**src/rtl/adc_seq_pkg.sv**
```systemverilog
package adc_seq_pkg;

    // ==========================================================
    // register indices (byte address is four times the index)
    localparam logic [9:0] IDX_CONTROL_ONE  = 10'h0b4;
    localparam logic [9:0] IDX_SEQ_CONFIG   = 10'h0b5;
    localparam logic [9:0] IDX_EXTRA_CONFIG = 10'h0b6;
    localparam logic [9:0] IDX_PIN_MASK     = 10'h0b7;
    localparam logic [9:0] IDX_RESULT_LOW   = 10'h0ba;
    localparam logic [9:0] IDX_RESULT_HIGH  = 10'h0bb;

    // ==========================================================
    // field positions
    localparam int CTRL_DONE_BIT = 7;
    localparam int CTRL_GO_BIT   = 6;
    localparam int CTRL_TRIG_LSB = 4;
    localparam int CFG_REF_LSB   = 6;
    localparam int CFG_DEC_LSB   = 4;
    localparam int RES_LOW_LSB   = 4;

    // ==========================================================
    // reset values
    localparam logic [7:0] PIN_MASK_RESET = 8'h00;
    localparam logic [1:0] TRIG_RESET     = 2'h3;
    localparam logic [7:0] CFG_RESET      = 8'h00;

    // ==========================================================
    // trigger sources and channel code ranges
    localparam logic [1:0] TRIG_PIN   = 2'h0;
    localparam logic [1:0] TRIG_CHAIN = 2'h1;
    localparam logic [1:0] TRIG_TIMER = 2'h2;
    localparam logic [1:0] TRIG_GO    = 2'h3;
    localparam logic [3:0] CODE_FIRST_DIFF = 4'h8;
    localparam logic [3:0] CODE_FIRST_INT  = 4'hc;

    // ==========================================================
    // timing in adc clock periods, clock divider in pclk cycles, resolutions in bits
    localparam logic [2:0] ADC_CLK_DIV    = 3'h6;
    localparam logic [9:0] SETTLE_PERIODS = 10'h010;
    localparam logic [3:0][9:0] DECIM_PERIODS = {10'h200, 10'h100, 10'h080, 10'h040};
    localparam logic [3:0][3:0] RESOLUTION    = {4'hc, 4'ha, 4'h9, 4'h7};
    localparam logic [3:0] FULL_WIDTH = 4'hc;

    typedef enum logic [1:0] {S_IDLE, S_PICK, S_CONV} seq_state_e;

endpackage : adc_seq_pkg

```
**src/rtl/adc_conversion_sequencer.sv**
```systemverilog
// How it works
// - pin converts only when mask bit set
// - differential pairs are 0-1, 2-3, 4-5, 6-7
// - skip disabled inputs; pairs need both pins
// - code picks single, pair or internal source
// - single-ended codes walk input 0 upward
// - differential codes walk pair 0-1 upward
// - internal codes convert exactly once
// - done flag set on finish, cleared reading high
// - go bit starts when selected, cleared at end
// - trigger select picks one of four starts
// - extra config write queues one conversion
// - extra conversion uses its own config
// - no pins enabled still updates code; a sequence also sets flag
// - decimation rate sets result resolution
// - select 00 starts on trigger pin edge
// - interrupt only after extra conversion
// - dma pulse per sequence sample, not extra
// - conversion lasts decimation plus 16 periods
//
// Added by the designer: register access over APB and the placing of the registers.
`timescale 1ns/100ps
`default_nettype none

module adc_conversion_sequencer (
    input  wire logic        pclk,
    input  wire logic        presetn,
    input  wire logic        psel,
    input  wire logic        penable,
    input  wire logic        pwrite,
    input  wire logic [11:0] paddr,
    input  wire logic [31:0] pwdata,
    output logic      [31:0] prdata,
    output logic             pready,
    output logic             pslverr,
    input  wire logic        external_trigger_pin,
    input  wire logic        timer_compare_event,
    input  wire logic [11:0] core_result,
    output logic      [7:0]  analog_input_pins,
    output logic      [3:0]  core_channel,
    output logic      [1:0]  core_reference,
    output logic      [1:0]  core_decimation,
    output logic             core_converting,
    output logic             adc_clock_pulse,
    output logic             dma_trigger,
    output logic             irq
);

    // ==========================================================
    // state
    typedef struct packed {
        adc_seq_pkg::seq_state_e state;
        logic [7:0]  mask;
        logic        go;
        logic [1:0]  trig_sel;
        logic [7:0]  seq_cfg;
        logic [7:0]  extra_cfg;
        logic        extra_pending;
        logic        done_flag;
        logic [11:0] result;
        logic        is_extra;
        logic [3:0]  cur_ch;
        logic [3:0]  last_ch;
        logic [1:0]  run_ref;
        logic [1:0]  run_dec;
        logic        any_conv;
        logic        converting;
        logic [2:0]  div_cnt;
        logic [9:0]  conv_cnt;
        logic        pin_sync1;
        logic        pin_sync2;
        logic        pin_prev;
        logic        seq_end_pulse;
        logic        dma_pulse;
        logic        irq_pulse;
        logic        clk_pulse;
        logic [31:0] prdata;
    } seq_s;

    seq_s        state_reg;
    seq_s        state_next;
    logic [9:0]  idx;
    logic        hit;
    logic        setup;
    logic        wr_done;
    logic        rd_done;
    logic [31:0] rd_val;
    logic        tick;
    logic        trigger;
    logic        start_req;
    logic        pin_ok;
    logic        advance;
    logic        finish;
    logic [9:0]  target;
    logic [3:0]  res_bits;
    logic [11:0] res_mask;
    logic [3:0]  seq_code;

    // ==========================================================
    // bus decode
    assign idx     = paddr[11:2];
    assign hit     = (paddr[1:0] == 2'h0) &&
                     (idx == adc_seq_pkg::IDX_CONTROL_ONE || idx == adc_seq_pkg::IDX_SEQ_CONFIG ||
                      idx == adc_seq_pkg::IDX_EXTRA_CONFIG || idx == adc_seq_pkg::IDX_PIN_MASK ||
                      idx == adc_seq_pkg::IDX_RESULT_LOW || idx == adc_seq_pkg::IDX_RESULT_HIGH);
    assign setup   = psel && !penable;
    assign wr_done = psel && penable && pwrite && hit;
    assign rd_done = psel && penable && !pwrite && hit;
    assign pready  = 1'b1;
    assign pslverr = psel && penable && !hit;
    assign prdata  = state_reg.prdata;

    always_comb begin
        rd_val = 32'h0;
        if (paddr[1:0] == 2'h0) begin
            case (idx)
                adc_seq_pkg::IDX_CONTROL_ONE:  rd_val[7:0] = {state_reg.done_flag, state_reg.go,
                                                              state_reg.trig_sel, 4'h0};
                adc_seq_pkg::IDX_SEQ_CONFIG:   rd_val[7:0] = state_reg.seq_cfg;
                adc_seq_pkg::IDX_EXTRA_CONFIG: rd_val[7:0] = state_reg.extra_cfg;
                adc_seq_pkg::IDX_PIN_MASK:     rd_val[7:0] = state_reg.mask;
                adc_seq_pkg::IDX_RESULT_LOW:   rd_val[7:0] = {state_reg.result[3:0], 4'h0};
                adc_seq_pkg::IDX_RESULT_HIGH:  rd_val[7:0] = state_reg.result[11:4];
                default:                       rd_val = 32'h0;
            endcase
        end
    end

    // ==========================================================
    // sequencing helpers
    assign seq_code = state_reg.seq_cfg[3:0];
    assign tick     = (state_reg.div_cnt == adc_seq_pkg::ADC_CLK_DIV - 3'h1);
    assign target   = adc_seq_pkg::DECIM_PERIODS[state_reg.run_dec] +
                      adc_seq_pkg::SETTLE_PERIODS;
    assign res_bits = adc_seq_pkg::RESOLUTION[state_reg.run_dec];
    assign res_mask = 12'hfff << (adc_seq_pkg::FULL_WIDTH - res_bits);
    assign finish   = (state_reg.state == adc_seq_pkg::S_CONV) && tick &&
                      (state_reg.conv_cnt == target - 10'h001);

    always_comb begin
        case (state_reg.trig_sel)
            adc_seq_pkg::TRIG_PIN:   trigger = state_reg.pin_sync2 && !state_reg.pin_prev;
            adc_seq_pkg::TRIG_CHAIN: trigger = state_reg.seq_end_pulse;
            adc_seq_pkg::TRIG_TIMER: trigger = timer_compare_event;
            default:                 trigger = state_reg.go;
        endcase
    end
    assign start_req = (state_reg.state == adc_seq_pkg::S_IDLE) && !state_reg.extra_pending &&
                       trigger;

    always_comb begin
        if (state_reg.cur_ch < adc_seq_pkg::CODE_FIRST_DIFF) begin
            pin_ok = state_reg.mask[state_reg.cur_ch[2:0]];
        end else if (state_reg.cur_ch < adc_seq_pkg::CODE_FIRST_INT) begin
            pin_ok = state_reg.mask[{state_reg.cur_ch[1:0], 1'b0}] &&
                     state_reg.mask[{state_reg.cur_ch[1:0], 1'b1}];
        end else begin
            pin_ok = 1'b1;
        end
    end

    // ==========================================================
    // next state
    always_comb begin
        state_next = state_reg;
        advance = 1'b0;
        state_next.dma_pulse = 1'b0;
        state_next.irq_pulse = 1'b0;
        state_next.seq_end_pulse = 1'b0;
        state_next.pin_sync1 = external_trigger_pin;
        state_next.pin_sync2 = state_reg.pin_sync1;
        state_next.pin_prev = state_reg.pin_sync2;
        state_next.div_cnt = tick ? 3'h0 : state_reg.div_cnt + 3'h1;
        state_next.clk_pulse = tick;
        if (setup) begin
            state_next.prdata = rd_val;
        end
        if (rd_done && idx == adc_seq_pkg::IDX_RESULT_HIGH) begin
            state_next.done_flag = 1'b0;
        end
        case (state_reg.state)
            adc_seq_pkg::S_IDLE: begin
                if (state_reg.extra_pending) begin
                    state_next.extra_pending = 1'b0;
                    state_next.is_extra = 1'b1;
                    state_next.cur_ch = state_reg.extra_cfg[3:0];
                    state_next.run_ref = state_reg.extra_cfg[adc_seq_pkg::CFG_REF_LSB +: 2];
                    state_next.run_dec = state_reg.extra_cfg[adc_seq_pkg::CFG_DEC_LSB +: 2];
                    state_next.state = adc_seq_pkg::S_PICK;
                end else if (start_req) begin
                    state_next.is_extra = 1'b0;
                    state_next.any_conv = 1'b0;
                    state_next.last_ch = seq_code;
                    state_next.cur_ch = adc_seq_pkg::CODE_FIRST_DIFF;
                    if (!seq_code[3]) begin
                        state_next.cur_ch = 4'h0;
                    end else if (seq_code[2]) begin
                        state_next.cur_ch = seq_code;
                    end
                    state_next.run_ref = state_reg.seq_cfg[adc_seq_pkg::CFG_REF_LSB +: 2];
                    state_next.run_dec = state_reg.seq_cfg[adc_seq_pkg::CFG_DEC_LSB +: 2];
                    state_next.state = adc_seq_pkg::S_PICK;
                end
            end
            adc_seq_pkg::S_PICK: begin
                if (pin_ok) begin
                    state_next.converting = 1'b1;
                    state_next.conv_cnt = 10'h000;
                    state_next.state = adc_seq_pkg::S_CONV;
                end else begin
                    advance = 1'b1;
                end
            end
            adc_seq_pkg::S_CONV: begin
                if (finish) begin
                    state_next.converting = 1'b0;
                    state_next.result = core_result & res_mask;
                    state_next.done_flag = 1'b1;
                    state_next.dma_pulse = !state_reg.is_extra;
                    state_next.irq_pulse = state_reg.is_extra;
                    state_next.any_conv = 1'b1;
                    advance = 1'b1;
                end else if (tick) begin
                    state_next.conv_cnt = state_reg.conv_cnt + 10'h001;
                end
            end
            default: begin
                state_next.state = adc_seq_pkg::S_IDLE;
            end
        endcase
        if (advance) begin
            if (state_reg.is_extra) begin
                state_next.seq_cfg[3:0] = state_reg.cur_ch;
                state_next.state = adc_seq_pkg::S_IDLE;
            end else if (state_reg.cur_ch == state_reg.last_ch ||
                         state_reg.cur_ch >= adc_seq_pkg::CODE_FIRST_INT) begin
                state_next.seq_cfg[3:0] = (state_reg.last_ch < adc_seq_pkg::CODE_FIRST_INT) ?
                                          state_reg.last_ch + 4'h1 : state_reg.last_ch;
                state_next.go = 1'b0;
                if (!state_next.any_conv) begin
                    state_next.done_flag = 1'b1;
                end
                state_next.seq_end_pulse = 1'b1;
                state_next.state = adc_seq_pkg::S_IDLE;
            end else begin
                state_next.cur_ch = state_reg.cur_ch + 4'h1;
                state_next.state = adc_seq_pkg::S_PICK;
            end
        end
        if (wr_done) begin
            case (idx)
                adc_seq_pkg::IDX_CONTROL_ONE: begin
                    if (pwdata[adc_seq_pkg::CTRL_GO_BIT]) begin
                        state_next.go = 1'b1;
                    end
                    state_next.trig_sel = pwdata[adc_seq_pkg::CTRL_TRIG_LSB +: 2];
                end
                adc_seq_pkg::IDX_SEQ_CONFIG: begin
                    state_next.seq_cfg = pwdata[7:0];
                end
                adc_seq_pkg::IDX_EXTRA_CONFIG: begin
                    state_next.extra_cfg = pwdata[7:0];
                    state_next.extra_pending = 1'b1;
                end
                adc_seq_pkg::IDX_PIN_MASK: begin
                    state_next.mask = pwdata[7:0];
                end
                default: begin
                    state_next.mask = state_next.mask;
                end
            endcase
        end
    end

    always_ff @(posedge pclk or negedge presetn) begin
        if (!presetn) begin
            state_reg <= '0;
            state_reg.state <= adc_seq_pkg::S_IDLE;
            state_reg.mask <= adc_seq_pkg::PIN_MASK_RESET;
            state_reg.trig_sel <= adc_seq_pkg::TRIG_RESET;
            state_reg.seq_cfg <= adc_seq_pkg::CFG_RESET;
            state_reg.extra_cfg <= adc_seq_pkg::CFG_RESET;
        end else begin
            state_reg <= state_next;
        end
    end

    // ==========================================================
    // outputs
    assign analog_input_pins = state_reg.mask;
    assign core_channel      = state_reg.cur_ch;
    assign core_reference    = state_reg.run_ref;
    assign core_decimation   = state_reg.run_dec;
    assign core_converting   = state_reg.converting;
    assign adc_clock_pulse   = state_reg.clk_pulse;
    assign dma_trigger       = state_reg.dma_pulse;
    assign irq               = state_reg.irq_pulse;

    // ==========================================================
    // checks
    int conv_cycles;
    always_ff @(posedge pclk or negedge presetn) begin
        if (!presetn) begin
            conv_cycles <= 0;
        end else begin
            conv_cycles <= state_reg.converting ? conv_cycles + 1 : 0;
        end
    end
endmodule : adc_conversion_sequencer

`default_nettype wire

```
**config.mk**
```make
export PLATFORM = sky130hd
export DESIGN_NAME = adc_conversion_sequencer
export DESIGN_NICKNAME = d
export VERILOG_FILES = /design/src/rtl/adc_seq_pkg.sv /design/src/rtl/adc_conversion_sequencer.sv
export SDC_FILE = /design/constraint.sdc
export NUM_CORES = 1
export LEC_CHECK = 0
export BUFFER_PORTS_ARGS = -buffer_cell sky130_fd_sc_hd__buf_2
export CAP_MARGIN = 20
export CORE_MARGIN = 4
export CORE_UTILIZATION = 59
export DETAILED_ROUTE_END_ITERATION = 10
export PLACE_DENSITY = 0.89
export SLEW_MARGIN = 10
export SYNTH_ARGS = -nofsm -noshare
export SYNTH_HDL_FRONTEND = slang
export SYNTH_SLANG_ARGS = --single-unit
```
**constraint.sdc**
```tcl
create_clock -name pclk -period 4.8 [get_ports pclk]
set_input_delay 0.72 -clock pclk [delete_from_list [all_inputs] [get_ports pclk]]
set_output_delay 0.72 -clock pclk [all_outputs]
set_load 0.01 [all_outputs]
```
==> key figures <==
Outcome
  – Status: finished, final reports clean

Global route
  – Maximum number of pins on one net before global-route repair: 87
  – Total track usage: 23.73%
  – Remaining Overflow, GRT: 0
  – Via count of the first global-routing pass: 3771
  – Antenna violations before repair: 0
  – First-pass GRT wire length: ~19 mm

Timing
  – Fmax achieved: between 200 and 300 MHz
  – Worst slew pin tran: 1058 ps
  – Max-slew headroom: 28.90%
  – Final Setup Violations: 0
  – Final Hold Vio Count: 0
  – Skew final: 11.76 ps
  – Final WS setup: 1363 ps
  – Fin crit share: 71.61%
  – RSZ-0062 raised after global routing: no
  – Fin Setup TNS: 0 ps
  – Max Slew Vio Count: 0
  – Crit path time final: 3437 ps

Placed design
  – Port buffer count: between 60 and 70
  – Routability cong.: a little under 0.9
  – Cells after DPL: 641
  – Placement-stage worst setup slack: 1441 ps
  – Hpwl dp: 8.724 mm

Critical path
  – Beginning of the critical path: state_reg[108]$_DFFE_PN0P_
  – Setup crit end: seq_code[2]$_DFF_PN0_
  – Critical path arrival: 3700 ps
  – CP Data Required Time: 5070 ps
  – Worst R2R Setup Slack: 1360 ps
  – Reg2reg start: state_reg[108]$_DFFE_PN0P_
  – R2r endpoint: seq_code[2]$_DFF_PN0_
  – Crit Path Category: register to register
  – Crit end category: register
  – Critical-path maximum fanout: 14
  – Crit path launch type: register
  – Register-to-Register Path Depth: 8

Finish
  – Diode count: 0
  – Multi-input gate area: 0.002399 mm^2
  – Final Non-Filler Cells: 658
  – Reg area: 0.002155 mm^2
  – Util after Layout: 64.78%
  – Net count, final: around 620
  – Layout cells sized above 1: 24.77%
  – Filler instances: 648
  – Number of flip-flops under the largest register name: 52
  – Area Growth Syn to Fin: 6.323%

Yosys
  – Most area-consuming cells after synthesis: dfrtp_1 (42%), mux2_2 (8.5%), buf_4 (7.3%), o21ai_0 (4.0%), mux2i_1 (3.8%)
  – Mapped cell area: 0.005006 mm^2
  – Async S/R FF share, synth: 100.0%
  – Gate count of the mapped netlist: just over 500
  – Yosys cell types: 62
  – Synth area leader: dfrtp_1
  – Most used flip-flop cell after synthesis: dfrtp_1
  – Post-synthesis register bit count: 86
  – Seq/Total Area, Yosys: 43.04%
  – Yosys warns: 0
  – Avg Inst Size Synth: 9.720 um^2
  – Post-synth top area share: 41.99%
  – EDFF count, synth: 0

Die
  – Die width: 100.1 um
  – Rows: 33
  – DIE HEIGHT: 100.1 um
  – Total core area: 0.008217 mm^2
  – Initial core utilization: 60.93%
  – # IOs: 117
  – DIE AREA: 0.01002 mm^2

Pwr
  – Pwr dens: approximately 240 mW/mm^2
  – Switching share of power: a little over a quarter
  – Leak: 2.538 nW
  – Combinational share of power: between 4 and 5%
  – P_int: 0.9505 mW
  – Total Power: roughly 1.3 mW
  – Clock power share: between 30 and 40%
  – NetSw: ~0.34 mW
  – Worst IR Drop VDD: around 0.14 mV
  – Sequential share of power: 56.0%

Run
  – Max_cap viols: 0

Clock tree
  – Setup Buffers After CTS: 0
  – Clock Tree Root: clkbuf_8
  – Post-CTS Hold Buffers: 0
  – CTS buffer count: 9
  – CTS-repair resized insts: 0
  – CTS max path bufs: 2
  – Clock latency on the worst-skew pair: 370 ps
  – H-tree depth: 3
  – Sink Count: 86
  – CTS tree: built
  – Clock-pin slew on the worst setup and hold paths: 100 ps

Route
  – Detail-routed net length per standard cell: 17.81 um
  – Routed via count: 3971
  – Drt via density: 6.035
  – Drt drc: 0
  – Starting DRT DRC Count: 316
  – Detail Route Antenna Nets: 0
  – Drt total wl: 11.72 mm
  – Drt first pass iters: 5

Worst hold path
  – Min-Delay Path Class: input port to async pin
[layout make-up]
class | count | share of cell area, %
Tap cell | 105 | 2.468
Timing Repair Buffer | 69 | 6.864
Multi-Input combinational cell | 363 | 45.06
Clock inverter | 7 | 1.457
Clock buffer | 9 | 2.327
Sequential cell | 86 | 40.48
Inverter | 19 | 1.340
[worst min-delay path by stage]
| stage | endpoint | cells past startpoint | startpoint |
|---|---|---|---|
| finish | core_channel[0]$_DFF_PN0_ | 1 | presetn |
| global route | adc_clock_pulse$_DFF_PN0_ | 1 | presetn |
| CTS | state_next[36]$_DFF_PN0_ | 0 | state_next[37]$_DFF_PN0_ |
| detailed placement | state_next[36]$_DFF_PN0_ | 0 | state_next[37]$_DFF_PN0_ |
| global placement | state_next[36]$_DFF_PN0_ | 0 | state_next[37]$_DFF_PN0_ |
| floorplan | state_next[36]$_DFF_PN0_ | 0 | state_next[37]$_DFF_PN0_ |
[worst max-delay path, stage by stage (launching register included)]
cell and delay [ps]:
dfrtp_1 450, inv_1 130, ha_1 360, or3b_2 500
nor3_1 340, o211a_1 600, o31ai_1 340, mux2_2 350
mux2_2 270
[synthesized netlist by cell type (2+ instances only)]
| cell | n |
|---|---|
| a311oi_1 | 2 |
| dfrtp_1 | 84 |
| or3_1 | 11 |
| inv_1 | 16 |
| a221oi_1 | 5 |
| o22ai_1 | 6 |
| nor3_1 | 11 |
| conb_1 | 2 |
| o21ai_0 | 40 |
| o31a_1 | 2 |
| nor4b_1 | 2 |
| nand4_1 | 5 |
| buf_1 | 2 |
| mux2_2 | 38 |
| and3_1 | 2 |
| or4_1 | 4 |
| nand2_1 | 43 |
| nor2_1 | 28 |
| a21boi_0 | 2 |
| nor4_1 | 2 |
| nand2b_1 | 8 |
| clkinv_1 | 2 |
| dfstp_2 | 2 |
| buf_2 | 5 |
| or2_2 | 4 |
| a22o_1 | 2 |
| buf_4 | 49 |
| clkbuf_1 | 12 |
| a21oi_1 | 24 |
| mux4_2 | 2 |
| o31ai_1 | 8 |
| ha_1 | 8 |
| nand3_1 | 15 |
| or3b_2 | 2 |
| buf_6 | 2 |
| mux2i_1 | 19 |
| nor2b_1 | 6 |
| o211ai_1 | 2 |
| xnor2_1 | 3 |
| nand3b_1 | 7 |
| xor2_1 | 2 |
| a31oi_1 | 4 |
[stage by stage]
stage / hold WS [ps] / area (um^2)
after CTS: 358.1 / 5303
after detailed placement: 334.7 / 5101
final: 327.9 / 5323
after global placement: 333.3 / 5101
after floorplan: 331.2 / 5092
after global routing: 368.0 / 5323
[cells by family (layout without fill, tap and decap cells)]
group,after synthesis,count (layout),share of synthesized area (%)
adder cells (fa/ha/maj),8,8,2.000
AND/OR/NAND/NOR,156,156,16.20
multiplexers,59,59,13.25
XOR/XNOR,5,5,0.8749
AO/OA/AOI/OAI,110,110,13.72
buffers and inverters,89,104,10.77
other,2,25,0.1500
flip-flops,86,86,43.04
[cells in the final DEF (no fill, tap or decap), types with 6 or more instances in the layout]
master and instances:
buf_2 66, ha_1 8, conb_1 25, or3_1 11
nand3b_1 7, nor3_1 11, inv_1 16, nand2b_1 8
dfrtp_1 84, mux2i_1 19, o31ai_1 8, o22ai_1 6
nand3_1 15, nor2_1 28, nor2b_1 6, a21oi_1 24
mux2_2 38, clkbuf_8 9, nand2_1 43, o21ai_0 40
[power groups by stage]
stage | Combinational [mW] | Clock [mW] | Sequential [mW]
floorplan | 0.0395 | 0 | 0.740
detailed placement | 0.0612 | 0 | 0.740
finish | 0.0636 | 0.506 | 0.726
global placement | 0.0595 | 0 | 0.740
global route | 0.0709 | 0.544 | 0.726
CTS | 0.0615 | 0.511 | 0.726
[metal layers]
layer	up-vias	share of wire, %	track usage [%]	wire length [um]
met5	-	0	0	0
met4	0	2.4	7.772	285
met3	32	8.3	4.934	973
met2	167	49	39.25	5763
met1	1936	40	31.44	4694
li1	1836	-	-	-
(Power assumes the default switching activity.)
